### config.mk
export PLATFORM = sky130hd
export DESIGN_NAME = buffered_mode_fifo_datapath
export DESIGN_NICKNAME = d
export VERILOG_FILES = /design/src/rtl/bfifo_pkg.sv /design/src/rtl/buffered_mode_fifo_datapath.sv
export SDC_FILE = /design/constraint.sdc
export NUM_CORES = 1
export LEC_CHECK = 0
export BUFFER_PORTS_ARGS = -buffer_cell sky130_fd_sc_hd__buf_2
export CAP_MARGIN = 20
export CORE_ASPECT_RATIO = 0.7
export CORE_MARGIN = 8
export CORE_UTILIZATION = 60
export CTS_BUF_LIST = sky130_fd_sc_hd__clkbuf_8
export DETAILED_ROUTE_END_ITERATION = 8
export PLACE_DENSITY = 0.77
export RECOVER_POWER = 25
export SYNTH_ARGS = -nofsm -noshare
export SYNTH_HDL_FRONTEND = slang
export SYNTH_SLANG_ARGS = --single-unit
### constraint.sdc
create_clock -name sys_clk -period 11.1 [get_ports sys_clk]
set_clock_uncertainty 0.2 [all_clocks]
set_input_delay 0.555 -clock sys_clk [delete_from_list [all_inputs] [get_ports sys_clk]]
set_output_delay 0.555 -clock sys_clk [all_outputs]
set_load 0.005 [all_outputs]
### src/rtl/bfifo_pkg.sv
// Package with constants and types for the buffered FIFO data path.
package bfifo_pkg;
    // ********************************************************************
    // Chip modes and data path selection
    // ********************************************************************
    typedef enum logic [1:0] {
        CHIP_SLEEP,
        CHIP_STANDBY,
        CHIP_RX,
        CHIP_TX
    } chip_mode_type;

    localparam logic [1:0] PATH_CONTINUOUS = 2'h0;
    localparam logic [1:0] PATH_BUFFERED   = 2'h1;

    // ********************************************************************
    // Field positions of the control bits
    // ********************************************************************
    localparam int TX_START_POS   = 4;
    localparam int FILL_CTRL_POS  = 6;
    localparam int FILL_METHOD_POS = 7;

    // ********************************************************************
    // Interrupt source codes
    // ********************************************************************
    localparam logic [1:0] SEL_NONE  = 2'h0;
    localparam logic [1:0] SEL_ONE   = 2'h1;
    localparam logic [1:0] SEL_TWO   = 2'h2;
    localparam logic [1:0] SEL_THREE = 2'h3;

    // ********************************************************************
    // Sizes and timing
    // ********************************************************************
    localparam int          BYTE_BITS   = 8;
    localparam int          DEPTH_MAX   = 64;
    localparam int          DEPTH_STEP  = 16;
    localparam logic [2:0]  BIT_LAST    = 3'h7;
    localparam logic [6:0]  COUNT_ZERO  = 7'h00;

    // Configuration carried as one group.
    typedef struct packed {
        logic [1:0] path_select;
        logic [1:0] fifo_size;
        logic [5:0] threshold;
        logic [7:0] fifo_tx_priority_reg;
        logic [1:0] rx_first_pin_select;
        logic [1:0] rx_second_pin_select;
        logic       tx_second_pin_select;
        logic       sync_match_enable;
    } config_type;

    // Event flags carried as one group.
    typedef struct packed {
        logic buffer_drained_event;
        logic buffer_full_event;
        logic transmit_finished_event;
        logic byte_stored_event;
        logic threshold_event;
    } events_type;
endpackage : bfifo_pkg

### src/rtl/buffered_mode_fifo_datapath.sv
// Buffered mode FIFO, bit shifter and interrupt pin mapping.
`timescale 1ns/1ps

module buffered_mode_fifo_datapath
    import bfifo_pkg::*;
#(
    parameter int DEPTH = 64
) (
    // Clock and reset
    input  wire logic                   sys_clk,
    input  wire logic                   rst,
    // Configuration
    input  wire bfifo_pkg::chip_mode_type chip_mode,
    input  wire bfifo_pkg::config_type  cfg,
    // Host data port
    input  wire logic                   wr_valid,
    input  wire logic [7:0]             wr_data,
    input  wire logic                   rd_req,
    output logic      [7:0]             rd_data,
    // Modem side
    input  wire logic                   bit_tick,
    input  wire logic                   rx_bit,
    input  wire logic                   sync_detected,
    input  wire logic                   signal_strength_indication,
    output logic                        tx_bit,
    output logic                        tx_active,
    // Status
    output logic                        bit_sync_enable,
    output logic                        packet_logic_enable,
    output logic                        receive_overflow_flag,
    output bfifo_pkg::events_type       events,
    output logic                        int_pin_a,
    output logic                        int_pin_b
);
    import bfifo_pkg::*;

    logic [7:0] mem [DEPTH];
    logic [5:0] wr_ptr_reg;
    logic [5:0] rd_ptr_reg;
    logic [6:0] count_reg;
    logic [7:0] shift_reg;
    logic [2:0] bit_cnt_reg;
    logic       shift_full_reg;
    logic       tx_run_reg;
    logic       fill_reg;
    logic [6:0] depth_sel;
    logic       buffered;
    logic       in_tx;
    logic       fifo_empty;
    logic       fifo_full;
    logic       tx_load;
    logic       rx_push;
    logic       do_push;
    logic       do_pop;
    logic       wr_ok;
    logic       rx_byte_done;
    logic       tx_start_cond;

    // ********************************************************************
    // FIFO storage and pointers
    // ********************************************************************
    assign buffered  = (cfg.path_select == PATH_BUFFERED);
    assign in_tx     = buffered && (chip_mode == CHIP_TX);
    assign depth_sel = 7'(DEPTH_STEP) * {5'h00, cfg.fifo_size}
                       + 7'(DEPTH_STEP);
    assign fifo_empty = (count_reg == COUNT_ZERO);
    assign fifo_full  = (count_reg >= depth_sel);
    // Host writes are taken in standby and transmit only; receive blocks them and sleep clears the FIFO.
    assign wr_ok   = wr_valid && buffered && !fifo_full
                     && (chip_mode != CHIP_RX);
    assign tx_start_cond = cfg.fifo_tx_priority_reg[TX_START_POS]
                           ? !fifo_empty : fifo_full;
    assign tx_load = in_tx && bit_tick && !fifo_empty
                     && (tx_run_reg || tx_start_cond)
                     && (bit_cnt_reg == BIT_LAST || !shift_full_reg);
    assign rx_byte_done = buffered && chip_mode == CHIP_RX && fill_reg
                          && bit_tick && bit_cnt_reg == BIT_LAST;
    assign rx_push = rx_byte_done && !fifo_full;
    assign do_push = wr_ok || rx_push;
    // Reads allowed in receive and standby alike.
    assign do_pop = (rd_req && !fifo_empty && buffered
                     && !in_tx) || tx_load;

    always_ff @(posedge sys_clk) begin
        if (do_push) begin
            mem[wr_ptr_reg] <= wr_ok ? wr_data
                                     : {shift_reg[6:0], rx_bit};
        end
    end

    always_ff @(posedge sys_clk or posedge rst) begin
        if (rst) begin
            wr_ptr_reg <= 6'h00;
            rd_ptr_reg <= 6'h00;
            count_reg  <= COUNT_ZERO;
        end else if ((buffered && chip_mode == CHIP_SLEEP)
                     || (tx_run_reg && !in_tx)) begin
            wr_ptr_reg <= 6'h00;
            rd_ptr_reg <= 6'h00;
            count_reg  <= COUNT_ZERO;
        end else begin
            if (do_push) begin
                wr_ptr_reg <= wr_ptr_reg + 6'h01;
            end
            if (do_pop) begin
                rd_ptr_reg <= rd_ptr_reg + 6'h01;
            end
            count_reg <= count_reg + {6'h00, do_push} - {6'h00, do_pop};
        end
    end

    always_ff @(posedge sys_clk or posedge rst) begin
        if (rst) begin
            rd_data <= 8'h00;
        end else if (do_pop && !tx_load) begin
            rd_data <= mem[rd_ptr_reg];
        end
    end

    // ********************************************************************
    // Bit shifter for transmit and receive
    // ********************************************************************
    // A leaving of transmit drops the shifter at once; unsent bits are lost.
    always_ff @(posedge sys_clk or posedge rst) begin
        if (rst) begin
            shift_reg      <= 8'h00;
            bit_cnt_reg    <= 3'h0;
            shift_full_reg <= 1'b0;
            tx_run_reg     <= 1'b0;
            tx_bit         <= 1'b0;
        end else if (in_tx) begin
            if (tx_load) begin
                shift_reg      <= mem[rd_ptr_reg];
                bit_cnt_reg    <= 3'h0;
                shift_full_reg <= 1'b1;
                tx_run_reg     <= 1'b1;
                tx_bit         <= mem[rd_ptr_reg][BYTE_BITS-1];
            end else if (bit_tick && shift_full_reg) begin
                shift_reg <= {shift_reg[6:0], 1'b0};
                tx_bit    <= shift_reg[6];
                bit_cnt_reg <= bit_cnt_reg + 3'h1;
                if (bit_cnt_reg == BIT_LAST) begin
                    shift_full_reg <= 1'b0;
                end
            end
        end else if (buffered && chip_mode == CHIP_RX && fill_reg) begin
            tx_run_reg <= 1'b0;
            tx_bit     <= 1'b0;
            if (bit_tick) begin
                shift_reg   <= {shift_reg[6:0], rx_bit};
                bit_cnt_reg <= bit_cnt_reg + 3'h1;
            end
        end else begin
            shift_reg      <= 8'h00;
            bit_cnt_reg    <= 3'h0;
            shift_full_reg <= 1'b0;
            tx_run_reg     <= 1'b0;
            tx_bit         <= 1'b0;
        end
    end

    always_ff @(posedge sys_clk or posedge rst) begin
        if (rst) begin
            tx_active <= 1'b0;
        end else begin
            tx_active <= in_tx && (shift_full_reg || tx_load);
        end
    end

    // ********************************************************************
    // Receive fill control
    // ********************************************************************
    always_ff @(posedge sys_clk or posedge rst) begin
        if (rst) begin
            fill_reg <= 1'b0;
        end else if (!buffered || chip_mode != CHIP_RX) begin
            fill_reg <= 1'b0;
        end else if (cfg.fifo_tx_priority_reg[FILL_METHOD_POS]) begin
            fill_reg <= cfg.fifo_tx_priority_reg[FILL_CTRL_POS];
        end else if (sync_detected) begin
            fill_reg <= 1'b1;
        end
    end

    // The overrun flag stays set until the chip leaves receive.
    always_ff @(posedge sys_clk or posedge rst) begin
        if (rst) begin
            receive_overflow_flag <= 1'b0;
        end else if (rx_byte_done && fifo_full && !rd_req) begin
            receive_overflow_flag <= 1'b1;
        end else if (chip_mode != CHIP_RX) begin
            receive_overflow_flag <= 1'b0;
        end
    end

    // ********************************************************************
    // Events and interrupt pins
    // ********************************************************************
    always_ff @(posedge sys_clk or posedge rst) begin
        if (rst) begin
            events           <= '0;
            bit_sync_enable  <= 1'b0;
            packet_logic_enable <= 1'b0;
        end else begin
            bit_sync_enable     <= buffered;
            packet_logic_enable <= 1'b0;
            events.buffer_drained_event <= fifo_empty
                || (tx_load && count_reg == 7'h01);
            events.buffer_full_event <= fifo_full;
            events.transmit_finished_event <= in_tx && tx_run_reg
                && !shift_full_reg && fifo_empty;
            events.byte_stored_event <= rx_push;
            events.threshold_event <=
                (count_reg >= {1'b0, cfg.threshold});
        end
    end

    always_ff @(posedge sys_clk or posedge rst) begin
        if (rst) begin
            int_pin_a <= 1'b0;
            int_pin_b <= 1'b0;
        end else if (!buffered) begin
            int_pin_a <= 1'b0;
            int_pin_b <= 1'b0;
        end else if (chip_mode == CHIP_TX) begin
            int_pin_a <= events.buffer_drained_event;
            int_pin_b <= cfg.tx_second_pin_select
                ? events.transmit_finished_event
                : events.buffer_full_event;
        end else begin
            unique case (cfg.rx_first_pin_select)
                SEL_NONE:  int_pin_a <= 1'b0;
                SEL_ONE:   int_pin_a <= (chip_mode == CHIP_RX)
                                        && events.byte_stored_event;
                SEL_TWO:   int_pin_a <= events.buffer_drained_event;
                SEL_THREE: int_pin_a <= (chip_mode == CHIP_RX)
                                        && fill_reg;
            endcase
            unique case (cfg.rx_second_pin_select)
                SEL_NONE:  int_pin_b <= 1'b0;
                SEL_ONE:   int_pin_b <= events.buffer_full_event;
                SEL_TWO:   int_pin_b <= (chip_mode == CHIP_RX)
                                        && signal_strength_indication;
                SEL_THREE: int_pin_b <= events.threshold_event;
            endcase
        end
    end

    // ********************************************************************
    // Checks
    // ********************************************************************
    property p_overrun;
        @(posedge sys_clk) disable iff (rst)
        (rx_byte_done && fifo_full && !rd_req) |=> receive_overflow_flag;
    endproperty
    a_overrun: assert property (p_overrun)
        else $error("Overrun not flagged.");

    property p_no_pack;
        @(posedge sys_clk) disable iff (rst)
        ##1 !packet_logic_enable;
    endproperty
    a_no_pack: assert property (p_no_pack)
        else $error("Packet logic enabled.");

    property p_sync;
        @(posedge sys_clk) disable iff (rst)
        buffered |=> bit_sync_enable;
    endproperty
    a_sync: assert property (p_sync)
        else $error("Bit synchronizer off.");

    property p_bound;
        @(posedge sys_clk) disable iff (rst)
        count_reg <= depth_sel;
    endproperty
    a_bound: assert property (p_bound)
        else $error("FIFO over depth.");

    property p_full;
        @(posedge sys_clk) disable iff (rst)
        fifo_full |=> events.buffer_full_event;
    endproperty
    a_full: assert property (p_full)
        else $error("Full event missing.");

    property p_abort;
        @(posedge sys_clk) disable iff (rst)
        (buffered && chip_mode == CHIP_STANDBY) |=> !tx_active;
    endproperty
    a_abort: assert property (p_abort)
        else $error("Transmit still active.");

    property p_txpin;
        @(posedge sys_clk) disable iff (rst)
        (in_tx && $stable(chip_mode)) |=>
            int_pin_a == $past(events.buffer_drained_event);
    endproperty
    a_txpin: assert property (p_txpin)
        else $error("Transmit pin a wrong.");

    property p_thr;
        @(posedge sys_clk) disable iff (rst)
        (count_reg < {1'b0, cfg.threshold}) |=> !events.threshold_event;
    endproperty
    a_thr: assert property (p_thr)
        else $error("Threshold event early.");

    c_tx: cover property (@(posedge sys_clk) tx_load ##[1:300] tx_active);
    c_ovr: cover property (@(posedge sys_clk) $rose(receive_overflow_flag));
    c_done: cover property (@(posedge sys_clk)
        $rose(events.transmit_finished_event));
endmodule : buffered_mode_fifo_datapath

# Word-level counts from Yosys, hierarchy flattened
# Memory sizes are Yosys's and may differ from the RTL's.
# Index checks and enable logic that the tools add are counted.
totals:
  reg_bits: 51
  latchBits: 0
  ramBits: 512
  mem_bits_ro: 0
  in_bits: 42
  output_inout_bits: 20
  elab_cells: 142
  n_memories: 1
mem_list:
  columns: ["memory", "depth", "word_bits", "read_ports", "rd_ports_with_merged_regs", "write_ports", "line", "rtl"]
  rows:
  - ["mem", 64, 8, 1, 0, 1, "buffered_mode_fifo_datapath.sv:37", "logic [7:0] mem [DEPTH];"]
classes:
  n_addsub: 6
  mul: 0
  n_div: 0
  order_cmp: 2
  n_eq_ne: 17
  n_shift: 0
  mux: 41
  n_bitwise: 0
  n_reduce_logical: 55
op_table:
  columns: ["operator", "count"]
  rows:
  - ["two-way mux 7 bit", 6]
  - ["logical AND 1 bit", 30]
  - ["two-way mux 6 bit", 4]
  - ["two-way mux 1 bit", 23]
  - ["two-way mux 3 bit", 5]
  - ["adder 6 x 1 -> 6 bit, second input constant", 2]
  - ["equality test 2 bit, second input constant", 6]
  - ["logical OR 1 bit", 8]
  - ["two-way mux 8 bit", 1]
  - ["case mux 1 bit (4 select lines)", 2]
  - ["adder 6 x 5 -> 7 bit, second input constant", 1]
  - ["adder 7 x 1 -> 7 bit", 1]
  - ["equality test 7 x 1 -> 1 bit, second input constant", 1]
  - [">= comparator 7 x 6 -> 1 bit", 1]
  - [">= comparator 7 bit", 1]
  - ["zero test 1 bit", 7]
  - ["zero test 7 bit", 1]
  - ["subtractor 7 x 1 -> 7 bit", 1]
  - ["equality test 2 x 1 -> 1 bit, second input constant", 3]
  - ["zero test 2 bit", 3]
  - ["!= test 3 x 1 -> 1 bit, second input constant", 2]
  - ["nonzero test 2 bit", 3]
  - ["!= test 2 bit, second input constant", 2]
  - ["adder 3 x 1 -> 3 bit, second input constant", 1]
  - ["other kinds (6)", 6]

# Longest topological paths before layout
logic_depth:
  depth_word: 10
  depth_mapped: 19
  mapped_depth_nobuf: 19

# Worst setup path after synthesis
# No wires, ideal clock.
synth_path:
  path_type: "input to register"
  start: "input cfg[20] (netlist name)"
  end: "register count_reg[6]"
  setup_ns: 0.145
  arrival_ns: 3.767
  t_required_ns: 10.755
  slack_ns: 6.987
  path_stages: 19
  n_path_buf: 0
  path_cell_list: "ha_1 > inv_1 > ha_1 > o21ai_0 > a32oi_2 > o31ai_2 > and2_1 > inv_1 > ha_1 > inv_1 > ha_1 > inv_1 > fa_1 > nor2b_1 > o21bai_1 > a21boi_0 > o21bai_1 > a21oi_1 > nor3b_1"
synth_between:
  elab_chain_len: 9
  word_cells_on_any_way: 15
  cone_classes: "add/sub (3); order compare (1); mux (2); reduce/logical (9)"
synth_lines:
  columns: ["element", "line", "rtl"]
  rows:
  - ["start, declared", "buffered_mode_fifo_datapath.sv:14", "input wire bfifo_pkg::config_type cfg,"]
  - ["adder 6 x 5 -> 7 bit *", "buffered_mode_fifo_datapath.sv:65", "+ 7'(DEPTH_STEP);"]
  - [">= comparator 7 bit *", "buffered_mode_fifo_datapath.sv:67", "assign fifo_full = (count_reg >= depth_sel);"]
  - ["net fifo_full", "buffered_mode_fifo_datapath.sv:50", "logic fifo_full;"]
  - ["zero test 1 bit / two-way mux 1 bit (equally long branches)", "buffered_mode_fifo_datapath.sv:69, buffered_mode_fifo_datapath.sv:78, buffered_mode_fifo_datapath.sv:72", null]
  - ["logical AND 1 bit / logical OR 1 bit (equally long branches)", "buffered_mode_fifo_datapath.sv:69, buffered_mode_fifo_datapath.sv:74", null]
  - ["logical AND 1 bit (on tied branches)", "buffered_mode_fifo_datapath.sv:70, buffered_mode_fifo_datapath.sv:74", null]
  - ["logical OR 1 bit / logical AND 1 bit (equally long branches)", "buffered_mode_fifo_datapath.sv:79, buffered_mode_fifo_datapath.sv:75", null]
  - ["adder 7 x 1 -> 7 bit / logical OR 1 bit (equally long branches)", "buffered_mode_fifo_datapath.sv:108, buffered_mode_fifo_datapath.sv:82", null]
  - ["subtractor 7 x 1 -> 7 bit *", "buffered_mode_fifo_datapath.sv:108", "count_reg <= count_reg + {6'h00, do_push} - {6'h00, do_pop};"]
  - ["two-way mux 7 bit *", "buffered_mode_fifo_datapath.sv:96", "end else if ((buffered && chip_mode == CHIP_SLEEP)"]
  - ["end signal, assigned", "buffered_mode_fifo_datapath.sv:108", null]
  - ["end, declared", "buffered_mode_fifo_datapath.sv:40", "logic [6:0] count_reg;"]
# Mark *: on every way through the listed nets, which the timed path passes. The rest lies on a longest branch.
# A chain may end at the register's enable or synchronous reset.

# Final worst setup path
layout_path:
  start: "register count_reg[4]"
  end: "memory mem[28][2], data pin"
layout_between:
  elab_chain_len: 5
layout_lines:
  columns: ["element", "line", "rtl"]
  rows:
  - [">= comparator 7 bit", "buffered_mode_fifo_datapath.sv:67", null]
  - ["net fifo_full", "buffered_mode_fifo_datapath.sv:50", null]
  - ["zero test 1 bit", "buffered_mode_fifo_datapath.sv:69", "assign wr_ok = wr_valid && buffered && !fifo_full"]
  - ["logical AND 1 bit", "buffered_mode_fifo_datapath.sv:69", null]
  - ["logical AND 1 bit", "buffered_mode_fifo_datapath.sv:70", "&& (chip_mode != CHIP_RX);"]
  - ["two-way mux 8 bit", "buffered_mode_fifo_datapath.sv:86", "mem[wr_ptr_reg] <= wr_ok ? wr_data"]
  - ["end, declared", "buffered_mode_fifo_datapath.sv:37", null]
# The timed path passes the listed nets, and every way through them passes these cells.

==> impl_summary.md <==
Timing
Dividing the final minimum period by the clock period gives 0.481. The slew at the pin with the worst max-slew slack is 3.13 ns. The worst slew slack as a fraction of its limit is -1.09. Setup repair after global routing left no endpoint under its margin. The post-route worst setup slack is 5.76 ns. The sum of negative setup slack is 0 ns.

The max-slew violation count is 377. The count of endpoints failing hold in the final timing report came to 0. The peak clock frequency supported by timing is 0.187 GHz. The final setup violation count is 0.

The clock period could shrink to 5.34 ns.

Yosys
Counting every instance in the synthesized netlist gives 1262. After synthesis the cells add up to 0.0228 mm2. The count of yosys warnings during synthesis is 0.

Yosys mapped a number of flops with a built-in enable equal to 512. Summed over all instances, the cell type with the most area after synthesis is sky130_fd_sc_hd__edfxtp_1. By area the synthesized netlist is led by sky130_fd_sc_hd__edfxtp_1 67%, sky130_fd_sc_hd__mux4_2 9.6%, sky130_fd_sc_hd__dfrtp_1 5.6%. The async set-reset flop share out of synthesis is 0.0906.

The main flop type after synthesis is sky130_fd_sc_hd__edfxtp_1. Synthesis inferred 563 register bits. The synthesized area per cell is 18.1 um2. The sequential share of the synthesized area is 0.730.

The number of nets handed over by synthesis was 1328. The number of unique standard cell types used by synthesis is 64. The top cell type's share of synthesized area is 0.674.

Floorplan
The core region area is 0.0373 mm2. The row count is 59. The initial core utilization is 0.611. The die is 249 um wide. The number of top-level design ports is 62. The die covers 0.0446 mm2. The die is 179 um tall.

Global route
The first global-routing pass estimated 74600 um of wire. The overall overflow remaining after global route is 0. Entering global routing, the biggest net connects 65 pins. The number of global-route vias before repair was 12000. The number of antenna violations at the first check in global routing is 0. Across every metal layer, demand over resource in global routing totals 0.226.

Clocking
The tree is rooted in a sky130_fd_sc_hd__clkbuf_8. Clock-pin slew was measured on the worst setup and hold paths at 0.06 ns. TritonCTS built the clock tree. The H-tree depth is 3. The later-pin clock latency in the skew report is 0.65 ns. The longest clock path from root to sink contains 3 buffers. The TritonCTS sink count is 563. The post-CTS setup repair buffer count is 0. Buffers inserted during clock tree synthesis total 77. Gates resized during post-CTS repair numbered 0.

Power and ir drop
The leakage power is 8.47 nW. The largest vdd supply drop is 0.000158 V. The power per cell area is 203 mW/mm2.

Worst setup path
The family with the most delay on the worst path is buffers and inverters. STA puts the critical path data arrival time at 5.12 ns. STA classifies the critical path startpoint as a flop. The number of buffers and inverters on the critical path is 2.

The critical path is of the flop to flop type. For the worst setup path, the data required time is 10.87 ns. The endpoint kind of the worst setup timing path is a flop.

Of all nets on the critical path, the largest fanout is 64. The signal on the critical path passes through inv_1 > ha_1 > nand4bb_1 > a32oi_1 > nor2_1 > mux2_2 > clkbuf_1. On the worst path, the slowest cell contributes a delay of 2.15 ns.

For this design, the slowest cell found on the critical path is sky130_fd_sc_hd__clkbuf_1.

Route
Summing over every cut layer, the via total after detailed routing is 12300. The DRC violations left is 0. The first-pass iteration count of the detailed router is 5.

In this run the remaining antenna-violating nets after routing total 0. The count of routing violations after the opening detailed-route iteration is 1524. The detailed-route vias per instance is 6.44. Wires add up to 50700 um.

In the final routed layout, each cell accounts on average for 26.5 um.

Placement
Input and output buffers added on the ports amount to 54. The weighted congestion reported at the end of routability-driven placement is 0.897. At the placement stage, the worst setup path has a slack of 6.47 ns. The half-perimeter wire length after placement is 31200 um.

Cells and area
Of the cells placed in the final design, the portion with a size suffix greater than 1 is 0.182. The register name with the most flops is mem. The largest registers in the layout are mem (512), rd_data (8). Counting the fill cells in the layout gives 2375. The count of nets after finishing is 1425.

The number of flip-flops in the largest register is 512. The fraction of the core area covered by cells at the end of the flow is 0.667. The antenna diode instance count is 0. The library cell used most frequently in the layout, excluding fill and tap cells, is sky130_fd_sc_hd__edfxtp_1.

The library cells used most frequently in the layout, excluding fill and tap cells, are 512 x sky130_fd_sc_hd__edfxtp_1, 110 x sky130_fd_sc_hd__nor2_1, 97 x sky130_fd_sc_hd__mux4_2, 79 x sky130_fd_sc_hd__mux2i_1, 77 x sky130_fd_sc_hd__clkbuf_8. The area overhead of the layout relative to synthesis is 9.14%.

Min path
The worst hold path belongs to the class primary input to flop.

Outcome
The final reports fail on capacitance limit, slew limit. The flow ran to the end, but the final reports show violations.

Flow run
Across the run, the number of max-cap violations was 6.
## metrics by stage
| step | instance area [um2] | cells | hold slack (ns) | power, mW |
|---|---|---|---|---|
| global route | 24900 | 1908 | 0.0391 | 5.24 |
| global placement | 23500 | 1763 | 0.257 | 3.63 |
| CTS | 25000 | 1908 | 0.0185 | 5.06 |
| floorplan | 22800 | 1262 | 0.254 | 3.35 |
| detailed placement | 23500 | 1763 | 0.260 | 3.66 |
| finish | 24900 | 1908 | 0.0492 | 5.05 |
## worst min-delay path, cell delays in order
cell and delay [ns]:
sky130_fd_sc_hd__buf_2 0.08, sky130_fd_sc_hd__mux2i_1 0.06, sky130_fd_sc_hd__o22ai_1 0.13
## worst paths after layout
path | startpoint | endpoint | slack, ns | depth (start not counted)
min in group asynchronous | rst | count_reg[6]$_DFF_PP0_ | 1.37 | 4
max in group asynchronous | rst | rd_ptr_reg[0]$_DFFE_PP0P_ | 7.31 | 4
hold reg to reg | rd_data[6]$_DFFE_PP0P_ | rd_data[6]$_DFFE_PP0P_ | 0.28 | 1
setup / recovery | count_reg[4]$_DFF_PP0_ | mem[28][2]$_DFFE_PP_ | 5.76 | 7
hold / removal | cfg[1] | int_pin_b$_DFF_PP0_ | 0.05 | 3
setup reg to reg | count_reg[4]$_DFF_PP0_ | mem[28][2]$_DFFE_PP_ | 5.76 | 7
## what timing repair did
| item | in CTS | in global routing |
|---|---|---|
| hold buffers | 5 | 0 |
| hold endpoints to repair | 54 | 0 |
| endpoints found under the setup margin | 0 | 0 |
## per-layer routing
layer | wire length (um) | global-route usage | share of wire | up-vias
met3 | 6010 | 0.0707 | 0.12 | 71
met2 | 22700 | 0.331 | 0.45 | 681
li1 | - | - | - | 5260
met1 | 21100 | 0.329 | 0.42 | 6281
met4 | 859 | 0.0590 | 0.017 | 0
met5 | 0 | 0 | 0 | -
## logic make-up (layout without fill, tap and decap cells)
kind of cell | after synthesis | count (layout) | synth area share
multiplexers | 190 | 190 | 0.137
AO/OA/AOI/OAI | 174 | 174 | 0.0549
adder cells (fa/ha/maj) | 24 | 24 | 0.0135
buffers and inverters | 93 | 251 | 0.0189
other | 1 | 1 | 0.000165
XOR/XNOR | 10 | 10 | 0.00384
flip-flops | 563 | 563 | 0.730
AND/OR/NAND/NOR | 207 | 207 | 0.0407
## layout make-up
cell class	count	area (um2)	area share
tap	488	611	0.0245
multi-input combinational	606	5700	0.229
sequential	563	16700	0.669
inverter	28	105	0.00422
timing repair buffer	83	440	0.0177
clock inverter	63	305	0.0123
clock buffer	77	1060	0.0426
## cell usage after synthesis, types with 8 or more instances
master	count
sky130_fd_sc_hd__a211o_1	8
sky130_fd_sc_hd__edfxtp_1	512
sky130_fd_sc_hd__mux2_2	14
sky130_fd_sc_hd__o21ai_0	21
sky130_fd_sc_hd__nand3_1	16
sky130_fd_sc_hd__o22a_1	15
sky130_fd_sc_hd__mux4_2	97
sky130_fd_sc_hd__nor2_1	110
sky130_fd_sc_hd__a22oi_1	14
sky130_fd_sc_hd__a21oi_1	30
sky130_fd_sc_hd__a21o_1	13
sky130_fd_sc_hd__clkbuf_1	34
sky130_fd_sc_hd__o22ai_1	19
sky130_fd_sc_hd__inv_1	27
sky130_fd_sc_hd__dfrtp_1	51
sky130_fd_sc_hd__ha_1	23
sky130_fd_sc_hd__nand2_1	38
sky130_fd_sc_hd__buf_2	12
sky130_fd_sc_hd__mux2i_1	79
sky130_fd_sc_hd__buf_4	14
sky130_fd_sc_hd__o221ai_1	8
## where the power goes
| part | switching, mW | internal, mW | leakage (nW) |
|---|---|---|---|
| logic | 0.601 | 0.518 | 2.26 |
| registers | 0.100 | 2.39 | 5.38 |
| clock network | 0.771 | 0.661 | 0.827 |
| total | 1.47 | 3.57 | 8.47 |
Power figures use the tool's default switching activity.
